==> config.mk <==
export PLATFORM = sky130hd
export DESIGN_NAME = dbe_top
export DESIGN_NICKNAME = d
export VERILOG_FILES = /design/src/inc/dbe_pkg.sv /design/src/inc/dbe_dyn_if.sv /design/src/verilog/dbe_dyn.sv /design/src/verilog/dbe_top.sv
export SDC_FILE = /design/constraint.sdc
export NUM_CORES = 2
export LEC_CHECK = 0
export ABC_AREA = 1
export BUFFER_PORTS_ARGS = -buffer_cell sky130_fd_sc_hd__buf_2
export CORE_AREA = 2 2 323 325
export CTS_BUF_LIST = sky130_fd_sc_hd__clkbuf_4 sky130_fd_sc_hd__clkbuf_8
export CTS_CLUSTER_SIZE = 30
export DETAILED_ROUTE_END_ITERATION = 6
export DIE_AREA = 0 0 325 327
export PLACE_DENSITY = 0.91
export SYNTH_ARGS = -nofsm -noshare
export SYNTH_HDL_FRONTEND = slang
export SYNTH_SLANG_ARGS = --single-unit
==> constraint.sdc <==
create_clock -name hclk -period 77.4 [get_ports hclk]
set_clock_uncertainty 0.05 [all_clocks]
set_input_delay 3.87 -clock hclk [delete_from_list [all_inputs] [get_ports hclk]]
set_output_delay 3.87 -clock hclk [all_outputs]
set_load 0.03 [all_outputs]
==> src/inc/dbe_pkg.sv <==
// Purpose: shared constants and types of the dynamic bass enhancer
// Assumes: 16-bit signed audio, AHB-Lite register access
// Notes: byte addresses, field positions, reset values, timing counts
package dbe_pkg;
	// ----------------------------------------
	// register byte addresses
	// ----------------------------------------
	localparam logic [7:0] DBE_CTRL_A = 8'h00;
	localparam logic [7:0] DBE_STR_A = 8'h04;
	localparam logic [7:0] DBE_HARM_A = 8'h08;
	localparam logic [7:0] DBE_CF_A = 8'h0c;
	localparam logic [7:0] DBE_LIM_A = 8'h10;
	localparam logic [7:0] DBE_LVL0_A = 8'h14;
	localparam logic [7:0] DBE_LVL1_A = 8'h18;
	localparam logic [7:0] DBE_STAT_A = 8'h1c;
	// ----------------------------------------
	// field positions
	// ----------------------------------------
	localparam int DBE_CTRL_EN_BIT = 0;
	localparam int DBE_CTRL_MIX_BIT = 1;
	localparam int DBE_STAT_LIM_BIT = 2;
	localparam int DBE_STAT_GR_LSB = 8;
	// ----------------------------------------
	// reset values and ranges
	// ----------------------------------------
	localparam logic [7:0] DBE_STR_OFF = 8'h00;
	localparam logic [7:0] DBE_STR_MED = 8'h80;
	localparam logic [6:0] DBE_HARM_OFF = 7'h00;
	localparam logic [6:0] DBE_HARM_HALF = 7'h32;
	localparam logic [6:0] DBE_HARM_FULL = 7'h64;
	localparam logic [8:0] DBE_CF_DEF = 9'h05a;
	localparam logic [8:0] DBE_CF_MIN = 9'h014;
	localparam logic [8:0] DBE_CF_MAX = 9'h12c;
	localparam logic [5:0] DBE_LIM_DEF = 6'h00;
	localparam logic [5:0] DBE_LIM_MAX = 6'h20;
	localparam logic [7:0] DBE_LVL_UNITY = 8'h40;
	localparam logic [15:0] DBE_FULL = 16'h7fff;
	// ----------------------------------------
	// timing and scaling
	// ----------------------------------------
	localparam int DBE_FS_HZ = 48000;
	localparam int DBE_TWO_PI_Q16 = 411775;
	localparam logic [3:0] DBE_CF_K = 4'(DBE_TWO_PI_Q16 / DBE_FS_HZ);
	localparam logic [8:0] DBE_XF_FULL = 9'h100;
	localparam logic [7:0] DBE_GR_UP = 8'h08;
	typedef enum {DBE_BYPASS, DBE_FADE_IN, DBE_ACTIVE, DBE_FADE_OUT} dbe_fade_t;
endpackage

==> src/inc/dbe_dyn_if.sv <==
// Purpose: link between sample path and dynamics unit
// Assumes: one sample strobe per audio sample
// Notes: gain is unsigned q1.8, 0x100 is unity
`timescale 1ns/1ps
`default_nettype none
interface dbe_dyn_if;
	logic stb;
	logic signed [15:0] x;
	logic [7:0] strength;
	logic [15:0] limit;
	logic lim_on;
	logic [8:0] gain;
	logic [7:0] gr;
	logic limiting;
	modport top (output stb, x, strength, limit, lim_on, input gain, gr, limiting);
	modport dyn (input stb, x, strength, limit, lim_on, output gain, gr, limiting);
endinterface
`default_nettype wire

==> src/verilog/dbe_dyn.sv <==
// Purpose: envelope, level-dependent gain and limiter gain reduction
// Assumes: x is the low-passed subwoofer sample
// Notes: gain lags the sample path by two samples
`timescale 1ns/1ps
`default_nettype none
module dbe_dyn
	import dbe_pkg::*;
(
	input wire logic hclk,
	input wire logic hresetn,
	dbe_dyn_if.dyn dif
);
	logic [15:0] env_r;
	logic [7:0] gr_r;
	logic [8:0] gain_r;
	logic lim_r;
	logic [15:0] ax;
	logic [7:0] boost;
	logic [8:0] raw;
	logic [8:0] gain_nxt;
	logic [16:0] peak;
	logic near;

	assign ax = dif.x[15] ? 16'(-dif.x) : 16'(dif.x);
	// quiet bass gets more boost than loud bass
	assign boost = 8'((24'(dif.strength) * 24'(DBE_FULL - env_r)) >> 15);
	assign raw = 9'h100 + 9'(boost);
	assign gain_nxt = 9'((18'(raw) * 18'(10'h100 - 10'(gr_r))) >> 8);
	assign peak = 17'((25'(env_r) * 25'(gain_r)) >> 8);
	assign near = dif.lim_on && (peak > 17'(dif.limit - (dif.limit >> 3)));

	// ----------------------------------------
	// envelope: instant attack, slow decay
	// ----------------------------------------
	always_ff @(posedge hclk or negedge hresetn) begin
		if (!hresetn) begin
			env_r <= 16'h0000;
		end else if (dif.stb) begin
			if (ax > env_r) begin
				env_r <= ax;
			end else begin
				env_r <= env_r - (env_r >> 8);
			end
		end
	end

	// ----------------------------------------
	// gain reduction near the amplitude limit
	// ----------------------------------------
	always_ff @(posedge hclk or negedge hresetn) begin
		if (!hresetn) begin
			gr_r <= 8'h00;
			lim_r <= 1'b0;
		end else if (dif.stb) begin
			lim_r <= near;
			if (near) begin
				gr_r <= (gr_r > 8'hff - DBE_GR_UP) ? 8'hff : gr_r + DBE_GR_UP;
			end else if (gr_r != 8'h00) begin
				gr_r <= gr_r - 8'h01;
			end
		end
	end

	always_ff @(posedge hclk or negedge hresetn) begin
		if (!hresetn) begin
			gain_r <= 9'h100;
		end else if (dif.stb) begin
			gain_r <= gain_nxt;
		end
	end

	assign dif.gain = gain_r;
	assign dif.gr = gr_r;
	assign dif.limiting = lim_r;
endmodule
`default_nettype wire

==> src/verilog/dbe_top.sv <==
// Purpose: dynamic bass enhancer in the subwoofer path, AHB-Lite registers
// Assumes: sample_stb one cycle per sample, inputs synchronous to hclk
// Notes: reads take one wait state, writes none
//
// Functional notes
// - enhancement works on the subwoofer signal, not the main channels
// - option mixes enhanced bass back onto left and right
// - combines dynamic amplification with added harmonics
// - strength off to max; off when disabled, medium when enabled
// - harmonic share 0 to 100 percent; 0 disabled, 50 enabled
// - center frequency 20 to 300 Hz, default 90 Hz
// - amplitude limit -32 to 0 dBFS; 0 dBFS means no limiting
// - two subwoofer level sets, one for off, one for on
// - output level watched; gain drops near the limit to avoid clipping
// - quieter bass receives relatively more gain than louder bass
// - harmonics of low components added in the set proportion
// - subwoofer signal is average of left and right
// - enabling or disabling crossfades without clicks; on disable, strength and harmonic share drop to off before the fade-out
//
// Our own choices: the AHB-Lite slave port and the register addresses.
`timescale 1ns/1ps
`default_nettype none
module dbe_top
	import dbe_pkg::*;
(
	input wire logic hclk,
	input wire logic hresetn,
	input wire logic hsel,
	input wire logic [31:0] haddr,
	input wire logic [1:0] htrans,
	input wire logic hwrite,
	input wire logic [2:0] hsize,
	input wire logic [31:0] hwdata,
	input wire logic hready,
	output logic [31:0] hrdata,
	output logic hreadyout,
	output logic hresp,
	input wire logic sample_stb,
	input wire logic signed [15:0] in_l,
	input wire logic signed [15:0] in_r,
	output logic signed [15:0] out_l,
	output logic signed [15:0] out_r,
	output logic signed [15:0] out_sub,
	output logic out_valid
);
	// ----------------------------------------
	// saturation to 16 bits
	// ----------------------------------------
	function automatic logic signed [15:0] sat16(input logic signed [31:0] v);
		logic signed [15:0] r;
		if (v > 32'sd32767) begin
			r = 16'sh7fff;
		end else if (v < -32'sd32768) begin
			r = -16'sh8000;
		end else begin
			r = 16'(v);
		end
		return r;
	endfunction

	// ----------------------------------------
	// declarations
	// ----------------------------------------
	logic en_r;
	logic mix_r;
	logic [7:0] str_r;
	logic [6:0] harm_r;
	logic [8:0] cf_r;
	logic [5:0] lim_r;
	logic [7:0] lvl0_r;
	logic [7:0] lvl1_r;
	logic ap_wr_r;
	logic ap_hit_r;
	logic [7:0] ap_addr_r;
	logic rd_pend_r;
	logic [31:0] hrdata_r;
	logic hready_r;
	logic acc;
	logic [31:0] rd_val;
	logic signed [15:0] lp_r;
	logic [15:0] dc_r;
	logic [8:0] xf_r;
	dbe_fade_t fade_r;
	logic signed [15:0] out_l_r;
	logic signed [15:0] out_r_r;
	logic signed [15:0] out_sub_r;
	logic valid_r;
	logic signed [16:0] sum;
	logic signed [15:0] avg;
	logic [12:0] coef;
	logic signed [31:0] step;
	logic [15:0] alp;
	logic signed [31:0] hsig;
	logic signed [31:0] hmix;
	logic signed [31:0] amp;
	logic [15:0] lim_lin;
	logic signed [31:0] enh;
	logic signed [31:0] wet;
	logic signed [31:0] dry;
	logic signed [31:0] sub;
	logic signed [15:0] sub16;

	dbe_dyn_if dif();

	dbe_dyn u_dyn (
		.hclk(hclk),
		.hresetn(hresetn),
		.dif(dif)
	);

	// ----------------------------------------
	// bus address phase
	// ----------------------------------------
	assign acc = hsel && hready && htrans[1];

	always_ff @(posedge hclk or negedge hresetn) begin
		if (!hresetn) begin
			ap_wr_r <= 1'b0;
			ap_hit_r <= 1'b0;
			ap_addr_r <= 8'h00;
		end else begin
			ap_wr_r <= acc && hwrite;
			if (acc) begin
				ap_addr_r <= haddr[7:0];
				ap_hit_r <= (haddr[31:8] == 24'h000000) && (haddr[1:0] == 2'b00);
			end
		end
	end

	// one wait state on reads so a preceding write is visible
	always_ff @(posedge hclk or negedge hresetn) begin
		if (!hresetn) begin
			rd_pend_r <= 1'b0;
			hready_r <= 1'b1;
			hrdata_r <= 32'h00000000;
		end else begin
			rd_pend_r <= acc && !hwrite;
			hready_r <= !(acc && !hwrite);
			if (rd_pend_r) begin
				hrdata_r <= rd_val;
			end
		end
	end

	// ----------------------------------------
	// read decode
	// ----------------------------------------
	always_comb begin
		rd_val = 32'h00000000;
		if (!ap_hit_r) begin
			rd_val = 32'h00000000;
		end else if (ap_addr_r == DBE_CTRL_A) begin
			rd_val[DBE_CTRL_EN_BIT] = en_r;
			rd_val[DBE_CTRL_MIX_BIT] = mix_r;
		end else if (ap_addr_r == DBE_STR_A) begin
			rd_val[7:0] = str_r;
		end else if (ap_addr_r == DBE_HARM_A) begin
			rd_val[6:0] = harm_r;
		end else if (ap_addr_r == DBE_CF_A) begin
			rd_val[8:0] = cf_r;
		end else if (ap_addr_r == DBE_LIM_A) begin
			rd_val[5:0] = lim_r;
		end else if (ap_addr_r == DBE_LVL0_A) begin
			rd_val[7:0] = lvl0_r;
		end else if (ap_addr_r == DBE_LVL1_A) begin
			rd_val[7:0] = lvl1_r;
		end else if (ap_addr_r == DBE_STAT_A) begin
			rd_val[1:0] = 2'(fade_r);
			rd_val[DBE_STAT_LIM_BIT] = dif.limiting;
			rd_val[DBE_STAT_GR_LSB +: 8] = dif.gr;
		end
	end

	// ----------------------------------------
	// control registers
	// ----------------------------------------
	always_ff @(posedge hclk or negedge hresetn) begin
		if (!hresetn) begin
			en_r <= 1'b0;
			mix_r <= 1'b0;
		end else if (ap_wr_r && ap_hit_r && ap_addr_r == DBE_CTRL_A) begin
			en_r <= hwdata[DBE_CTRL_EN_BIT];
			mix_r <= hwdata[DBE_CTRL_MIX_BIT];
		end
	end

	// strength and harmonic share reload their defaults on enable change
	always_ff @(posedge hclk or negedge hresetn) begin
		if (!hresetn) begin
			str_r <= DBE_STR_OFF;
			harm_r <= DBE_HARM_OFF;
		end else if (ap_wr_r && ap_hit_r) begin
			if (ap_addr_r == DBE_CTRL_A && hwdata[DBE_CTRL_EN_BIT] != en_r) begin
				str_r <= hwdata[DBE_CTRL_EN_BIT] ? DBE_STR_MED : DBE_STR_OFF;
				harm_r <= hwdata[DBE_CTRL_EN_BIT] ? DBE_HARM_HALF : DBE_HARM_OFF;
			end else if (ap_addr_r == DBE_STR_A) begin
				str_r <= hwdata[7:0];
			end else if (ap_addr_r == DBE_HARM_A) begin
				harm_r <= (hwdata[6:0] > DBE_HARM_FULL) ? DBE_HARM_FULL : hwdata[6:0];
			end
		end
	end

	always_ff @(posedge hclk or negedge hresetn) begin
		if (!hresetn) begin
			cf_r <= DBE_CF_DEF;
			lim_r <= DBE_LIM_DEF;
		end else if (ap_wr_r && ap_hit_r) begin
			if (ap_addr_r == DBE_CF_A) begin
				if (hwdata[8:0] > DBE_CF_MAX || hwdata[31:9] != 23'h0) begin
					cf_r <= DBE_CF_MAX;
				end else if (hwdata[8:0] < DBE_CF_MIN) begin
					cf_r <= DBE_CF_MIN;
				end else begin
					cf_r <= hwdata[8:0];
				end
			end else if (ap_addr_r == DBE_LIM_A) begin
				lim_r <= (hwdata[5:0] > DBE_LIM_MAX) ? DBE_LIM_MAX : hwdata[5:0];
			end
		end
	end

	always_ff @(posedge hclk or negedge hresetn) begin
		if (!hresetn) begin
			lvl0_r <= DBE_LVL_UNITY;
			lvl1_r <= DBE_LVL_UNITY;
		end else if (ap_wr_r && ap_hit_r) begin
			if (ap_addr_r == DBE_LVL0_A) begin
				lvl0_r <= hwdata[7:0];
			end else if (ap_addr_r == DBE_LVL1_A) begin
				lvl1_r <= hwdata[7:0];
			end
		end
	end

	// ----------------------------------------
	// subwoofer sum and low-pass
	// ----------------------------------------
	assign sum = 17'(in_l) + 17'(in_r);
	assign avg = sum[16:1];
	assign coef = 13'(cf_r) * 13'(DBE_CF_K);
	assign step = (32'(32'(avg) - 32'(lp_r)) * $signed(32'(coef))) >>> 16;
	assign alp = lp_r[15] ? 16'(-lp_r) : 16'(lp_r);

	// ----------------------------------------
	// harmonics: rectified bass minus its mean
	// ----------------------------------------
	assign hsig = $signed(32'(alp)) - $signed(32'(dc_r));
	assign hmix = (hsig * $signed(32'(harm_r)) * 32'sd41) >>> 12;

	// ----------------------------------------
	// dynamic gain and limit clamp
	// ----------------------------------------
	assign amp = (32'(lp_r) * $signed(32'(dif.gain))) >>> 8;
	assign lim_lin = DBE_FULL >> ((10'(lim_r) * 10'd11) >> 6);
	always_comb begin
		enh = amp + hmix;
		if (enh > $signed(32'(lim_lin))) begin
			enh = $signed(32'(lim_lin));
		end else if (enh < -$signed(32'(lim_lin))) begin
			enh = -$signed(32'(lim_lin));
		end
	end

	// ----------------------------------------
	// parameter sets and crossfade
	// ----------------------------------------
	assign wet = (enh * $signed(32'(lvl1_r))) >>> 6;
	assign dry = (32'(lp_r) * $signed(32'(lvl0_r))) >>> 6;
	assign sub = dry + (((wet - dry) * $signed(32'(xf_r))) >>> 8);
	assign sub16 = sat16(sub);

	assign dif.stb = sample_stb;
	assign dif.x = lp_r;
	assign dif.strength = str_r;
	assign dif.limit = lim_lin;
	assign dif.lim_on = (lim_r != DBE_LIM_DEF);

	always_ff @(posedge hclk or negedge hresetn) begin
		if (!hresetn) begin
			lp_r <= 16'sh0000;
			dc_r <= 16'h0000;
		end else if (sample_stb) begin
			lp_r <= sat16(32'(lp_r) + step);
			dc_r <= 16'($signed(32'(dc_r)) + (hsig >>> 6));
		end
	end

	// fade ramps one step per sample between bypass and active
	always_ff @(posedge hclk or negedge hresetn) begin
		if (!hresetn) begin
			fade_r <= DBE_BYPASS;
			xf_r <= 9'h000;
		end else if (sample_stb) begin
			case (fade_r)
				DBE_BYPASS: begin
					if (en_r) begin
						fade_r <= DBE_FADE_IN;
					end
				end
				DBE_FADE_IN: begin
					if (!en_r) begin
						fade_r <= DBE_FADE_OUT;
					end else if (xf_r == DBE_XF_FULL) begin
						fade_r <= DBE_ACTIVE;
					end else begin
						xf_r <= xf_r + 9'h001;
					end
				end
				DBE_ACTIVE: begin
					if (!en_r) begin
						fade_r <= DBE_FADE_OUT;
					end
				end
				DBE_FADE_OUT: begin
					if (en_r) begin
						fade_r <= DBE_FADE_IN;
					end else if (xf_r == 9'h000) begin
						fade_r <= DBE_BYPASS;
					end else begin
						xf_r <= xf_r - 9'h001;
					end
				end
				default: begin
					fade_r <= DBE_BYPASS;
				end
			endcase
		end
	end

	// ----------------------------------------
	// output stage
	// ----------------------------------------
	always_ff @(posedge hclk or negedge hresetn) begin
		if (!hresetn) begin
			out_l_r <= 16'sh0000;
			out_r_r <= 16'sh0000;
			out_sub_r <= 16'sh0000;
		end else if (sample_stb) begin
			out_sub_r <= sub16;
			if (mix_r) begin
				out_l_r <= sat16(32'(in_l) + 32'(sub16));
				out_r_r <= sat16(32'(in_r) + 32'(sub16));
			end else begin
				out_l_r <= in_l;
				out_r_r <= in_r;
			end
		end
	end

	always_ff @(posedge hclk or negedge hresetn) begin
		if (!hresetn) begin
			valid_r <= 1'b0;
		end else begin
			valid_r <= sample_stb;
		end
	end

	assign out_l = out_l_r;
	assign out_r = out_r_r;
	assign out_sub = out_sub_r;
	assign out_valid = valid_r;
	assign hrdata = hrdata_r;
	assign hreadyout = hready_r;
	assign hresp = 1'b0;
endmodule
`default_nettype wire

### After elaboration in Yosys (flattened, before gate mapping)

Index checks and enable logic that the tools add are counted.

* logic and storage cells: 201
* register bits: 232
* output and inout bits: 83
* input port bits: 107

* shifts and indexed selects: 1
* reduce and logical (&&, ||, !) cells: 33
* equality and inequality tests: 21
* bitwise operators: 2
* multipliers: 11
* $add $sub $neg: 21
* order comparisons: 17
* multiplexer cells: 69

Operators with widths (number)
* $mux W32: 8
* $mux W16: 13
* $mux W8: 18
* $pmux W32 S4: 1
* $mux W9: 8
* $eq A32 B2 Y1 const B: 2
* $mux W10: 6
* $add A16 B16 Y17: 3
* $gt A17 B16 Y1 const B: 3
* $lt A17 B16 Y1 const B: 3
* $mul A16 B9 Y25: 2
* $mux W7: 6
* $sub A16 B16 Y17: 2
* $eq A32 B1 Y1 const B: 1
* $eq A8 B5 Y1 const B: 4
* $logic_not A32 Y1: 1
* $lt A21 B32 Y1: 1
* $mul A25 B7 Y32 const B: 1
* $mul A27 B10 Y32: 1
* $mul A32 B9 Y32: 1
* $neg A16 Y32: 1
* $mul A17 B10 Y27: 1
* $sub A26 B19 Y27: 1
* $mul A16 B10 Y26: 1
* other kinds (58): 86

### Longest topological paths before layout

* word-level depth: 21
* mapped depth: 172
* gate-level depth less buffers: 167

### Hierarchy

Synthesis repeated with hierarchy kept, for this count alone.

* cell total of the unflattened synthesis: 9082
* area, all modules: 68197.9 um2

Modules (own cells, without submodules)
* dbe_top: area each 53722.8 um2, instances 1, sequential area each 4212.8 um2, cells an instance 7139
* dbe_dyn: area each 14475.1 um2, instances 1, sequential area each 852.1 um2, cells an instance 1943

### Least setup slack after synthesis

No wires, ideal clock.

* path kind: register -> register
* start point: register lp_r[15] (netlist: dif.x[15])
* end point: register out_r_r[13] (netlist: out_r[13])
* data required time: 77267 ps
* library setup time: 83 ps
* setup slack: 50039 ps
* cell stages (with the launch flop): 154
* data arrival time: 27228 ps
* period minus slack after synthesis: 27361 ps
* path buffers: 6
* path through: dfrtp_1 > clkbuf_1 > clkbuf_1 > nand2_1 > o21ai_0 > inv_1 > fa_1 > nand3b_1 > and2_1 > or2_1 > nand2_1 > a21oi_1 > or2_1 > nand2_1 > a21oi_1 > or2_1 > nand2_1 > a21oi_1 > [... 118 more ...] > inv_1 > fa_1 > inv_1 > a31oi_1 > o221ai_1 > a21oi_1 > o21bai_1 > a21oi_1 > o21bai_1 > a21oi_1 > o21ai_0 > nand2_1 > a22oi_1 > nor2_1 > clkbuf_1 > nor3b_1 > nor2_1 > o21ai_0

* cells in the longest elaborated chain, start to end: 21
* elaborated cells on any way between the ends: 26
* those cells by class: add/sub (6); mul (6); order compare (6); mux (8)

Ends and longest elaborated chain
* from (decl): RTL line dbe_top.sv:80 `logic signed [15:0] lp_r;`
* from (signal assigned): RTL line dbe_top.sv:284 `lp_r <= sat16(32'(lp_r) + step);`
* $neg A16 Y16: RTL line dbe_top.sv:243 `assign alp = lp_r[15] ? 16'(-lp_r) : 16'(lp_r);`
* $mux W16: RTL line dbe_top.sv:243
* $sub A16 B16 Y17: RTL line dbe_top.sv:248 `assign hsig = $signed(32'(alp)) - $signed(32'(dc_r));`
* $mul A17 B8 Y25: RTL line dbe_top.sv:249 `assign hmix = (hsig * $signed(32'(harm_r)) * 32'sd41) >>> 12;`
* $mul A25 B7 Y32: RTL line dbe_top.sv:249
* $add A18 B20 Y21: RTL line dbe_top.sv:257 `enh = amp + hmix;`
* $lt A21 B32 Y1: RTL line dbe_top.sv:260 `end else if (enh < -$signed(32'(lim_lin))) begin`
* $mux W32: RTL line dbe_top.sv:260
* [... 6 more ...]
* $mux W16: RTL line dbe_top.sv:53 `end else if (v < -32'sd32768) begin`
* $mux W16 (*): RTL line dbe_top.sv:51 `if (v > 32'sd32767) begin`
* named net sub16[15]: RTL line dbe_top.sv:101 `logic signed [15:0] sub16;`
* $add A16 B16 Y17 (*): RTL line dbe_top.sv:343 `out_r_r <= sat16(32'(in_r) + 32'(sub16));`
* $lt A17 B16 Y1: RTL line dbe_top.sv:53
* $mux W16: RTL line dbe_top.sv:53
* $mux W16 (*): RTL line dbe_top.sv:51
* $mux W16 (*): RTL line dbe_top.sv:341 `if (mix_r) begin`
* to (signal assigned): RTL line dbe_top.sv:343
* to (signal assigned): RTL line dbe_top.sv:346 `out_r_r <= in_r;`
* to (decl): RTL line dbe_top.sv:85 `logic signed [15:0] out_r_r;`

The timed path passes the listed nets; every way through them passes the cells marked *.
A chain may end at the register's enable or synchronous reset.

### Final worst setup path

* start point: register lp_r[0] (netlist: dif.x[0])
* end point: register out_r_r[5] (netlist: out_r[5])

The elaborated chain is that of the path after synthesis.

==> key figures <==
Critical path
  – CP dominant cell by count: nand2_1
  – R2R depth: approximately 160
  – Slowest CP cell: dfrtp_1
  – Worst flop-to-flop path endpoint: out_r[5]
  – Crit Path Category: reg2reg
  – CP startpoint kind: flop
  – Reg-to-Reg Start: dif.x[0]
  – CP arrival: 35240 ps
  – Critical Path Fanout Max: 36
  – Max stage delay on crit path: 1000 ps
  – CP endpoint kind: flop
  – Worst path required time: 77840 ps
  – R2r setup slk: around 43000 ps

STA
  – Fmax: 28.7 MHz
  – Period utilization: 45.0%
  – Max-slew violations: 0
  – RSZ-0062 raised after global routing: no
  – Final worst setup slack: approximately 43000 ps
  – Final Hold Viols: 0
  – Minimum clock period after layout: between 30000 and 40000 ps
  – Post-route setup TNS: 0 ps
  – Slew @ Worst Pin: 1350 ps
  – Setup-failing EPs final: 0
  – Worst slew margin relative to its limit: 9.15%
  – WHS: 428 ps

Yosys
  – Top FF cell, synth: dfrtp_1
  – Synth Area in Compound Gates: 8.94%
  – Largest family of logic cells by synthesized area: adder cells
  – Post-synth ARST share: 100%
  – Post-synth cell types: 70
  – Seq cells post-synth: 202
  – Sequential share of the synthesized area: 7.61%
  – Mux cell area share after synthesis: 0%
  – Synth Area in Adders: 47.1%
  – Post-synthesis xor/xnor area fraction: 4.86%
  – Synth warn: 0
  – EDFF count, synth: 0
  – Synth Cell Area: around 0.067 mm2
  – Synth Area per Inst: between 7 and 8 um2
  – Synthesized netlist cell count: ~8.8k
  – Simple-Gate Fraction of Synth Area: a little under a fifth

Route
  – Wirelength per Cell: 18.2 um
  – Via density: 5.86
  – Final ANT Viol Nets: 0
  – Post-route DRC: 3
  – Pre-antenna DRT Iters: 7
  – Drt total wl: 186 mm
  – DR vias: 59.7k
  – DRT iter0 DRCs: 5729

Worst hold path
  – Worst hold path class: reg2reg
  – Cells on Worst Hold Path: 2
  – Hold path startpoint: out_sub[12]
  – Worst hold endpoint: out_sub[12]

Floorplanning
  – Die width: 325 um
  – Core area: 0.103 mm2
  – Ports: 190
  – Die Y: roughly 330 um
  – Die area: 0.106 mm2
  – FP Rows: 118
  – Initial Util: 64.6%

Clocking
  – Number of CTS-inserted buffers: 34
  – Post-cts gate resize count: 0
  – Hold_buf cts: 0
  – CTS max path bufs: 3
  – H-tree lvl count: 2
  – Clock insertion delay at the later pin of the skew report: 620 ps
  – Postcts setup bufs: 0
  – Num Clock Sinks: 202
  – Clock slew at reported path FFs: 70 ps
  – Clock root buffer master: clkbuf_8
  – CTS tree: yes

Finish
  – Area grow syn2layout: 4.03%
  – Final nets: 10.8k
  – Layout cells sized above 1: 4.66%

GRT
  – First-pass GRT wire length: 305 mm
  – Aggregate global-route resource usage: around a third
  – Number of global-route vias before repair: 63.2k
  – Largest net degree at the start of global routing: 120
  – Initial antenna violation count: 6
  – Grt ovf: 0

Placed design
  – IO buf count: 168
  – Gpl congestion: around 1.0
  – DP Worst Slack: 43810 ps
  – DP HPWL: 153 mm

Status
  – Failing checks: design-rule violations
  – Status: finished, violations left

Job
  – Maxcap violations: 0
==> critical path, delay by kind of cell (launching register included) <==
family | cells | cell delay, ps
adders and majority gates | 28 | 11960
and+or+nand+nor | 61 | 8220
AOI/OAI and AO/OA | 35 | 7540
xor gates and xnor gates | 8 | 2990
buffers and inverters | 27 | 2930
DFF | 1 | 1000
==> cell usage after synthesis (8+ instances only) <==
cell type / number / area [um2]
fa_1: 1052 / 21100
a221oi_1: 8 / 70.1
nand2_4: 13 / 146
inv_2: 10 / 37.5
a211oi_1: 14 / 105
buf_1: 14 / 52.6
or2_2: 41 / 257
a21oi_1: 444 / 2220
nand3b_1: 9 / 67.6
o22ai_1: 27 / 169
o221ai_1: 20 / 175
ha_1: 821 / 10300
clkinv_1: 17 / 63.8
nor4_1: 22 / 138
nor3_1: 64 / 320
buf_4: 19 / 143
dfrtp_1: 194 / 4850
o211ai_1: 32 / 240
nor2_1: 791 / 2970
nand3_1: 149 / 746
a21o_1: 24 / 180
and2_1: 9 / 56.3
clkbuf_1: 214 / 803
xnor2_1: 134 / 1170
nand4_1: 50 / 313
nand2_1: 1714 / 6430
dfstp_2: 8 / 210
inv_1: 2069 / 7770
a22oi_1: 14 / 105
o21ai_1: 20 / 100
o21bai_1: 51 / 383
o31ai_1: 8 / 60.1
a31oi_1: 36 / 225
nand2_2: 24 / 150
buf_2: 8 / 40.0
o21ai_0: 291 / 1460
o21a_1: 19 / 143
xor2_1: 233 / 2040
nor2_4: 8 / 90.1
nor3b_1: 8 / 60.1
==> worst max path at each step <==
stage	from	end	slack (ps)	cells past startpoint
floorplan	dif.x[15]	out_r[13]	50040	153
global placement	dif.x[0]	out_r[2]	44730	152
detailed placement	dif.x[0]	out_r[7]	43810	152
CTS	dif.x[0]	out_r[3]	43640	159
global route	dif.x[0]	out_r[6]	40580	159
finish	dif.x[0]	out_r[5]	42600	159
==> kinds of logic (layout without fill, tap and decap cells) <==
family          after synthesis  count (layout)
buf+inv                    2353            2370
xor+xnor                    368             368
flops                       202             202
simple gates               2930            2930
compound gates             1042            1042
other cells                   2              25
fa+ha+maj                  1873            1873
==> final cells by class <==
class | count | area (um2)
multi-input combinational | 6231 | 52600
clock inverter | 10 | 95.1
timing repair buffer | 214 | 1200
fill | 7667 | 33700
antenna | 7 | 17.5
sequential | 202 | 5060
inverter | 2097 | 7880
tap | 1380 | 1730
clock buffer | 49 | 631
==> metrics by stage <==
| step | utilization [%] | instance area (um2) | cells |
|---|---|---|---|
| 4_1_cts | 67.2 | 69200 | 10183 |
| 3_3_place_gp | 66.5 | 68500 | 10124 |
| 2_1_floorplan | - | 66600 | 8786 |
| 6_report | 67.2 | 69200 | 10190 |
| 5_1_grt | 67.2 | 69200 | 10184 |
| 3_5_place_dp | 66.5 | 68500 | 10124 |
==> sequential cells by signal (all words and copies together), names as in the netlist, 9 cells and up <==
| name | count |
|---|---|
| dc_r | 16 |
| out_r | 16 |
| out_l | 16 |
| u_dyn.dif.gain | 9 |
| u_dyn.env_r | 16 |
| xf_r | 9 |
| dif.x | 16 |
| cf_r | 9 |
| hrdata | 16 |
| out_sub | 16 |
==> layer usage <==
| metal | track usage (%) | wire (um) |
|---|---|---|
| met3 | 7.65 | 21500 |
| met5 | 0 | 13 |
| met2 | 58.7 | 86200 |
| met1 | 41.8 | 65600 |
| met4 | 21.2 | 12400 |
==> placed cells by master, fill, tap and decap left out, drive strengths merged, types with 65 or more instances in the layout <==
master,n
fa,1052
xor2,234
dfrtp,194
nand3,156
ha,821
o21ai,316
nor2,804
a21oi,447
xnor2,134
nor3,65
inv,2083
nand2,1752
buf,214
Power is left out: the tool's default activity adds up to more than one toggle a clock period on the data nets, which glitch-free logic cannot reach.
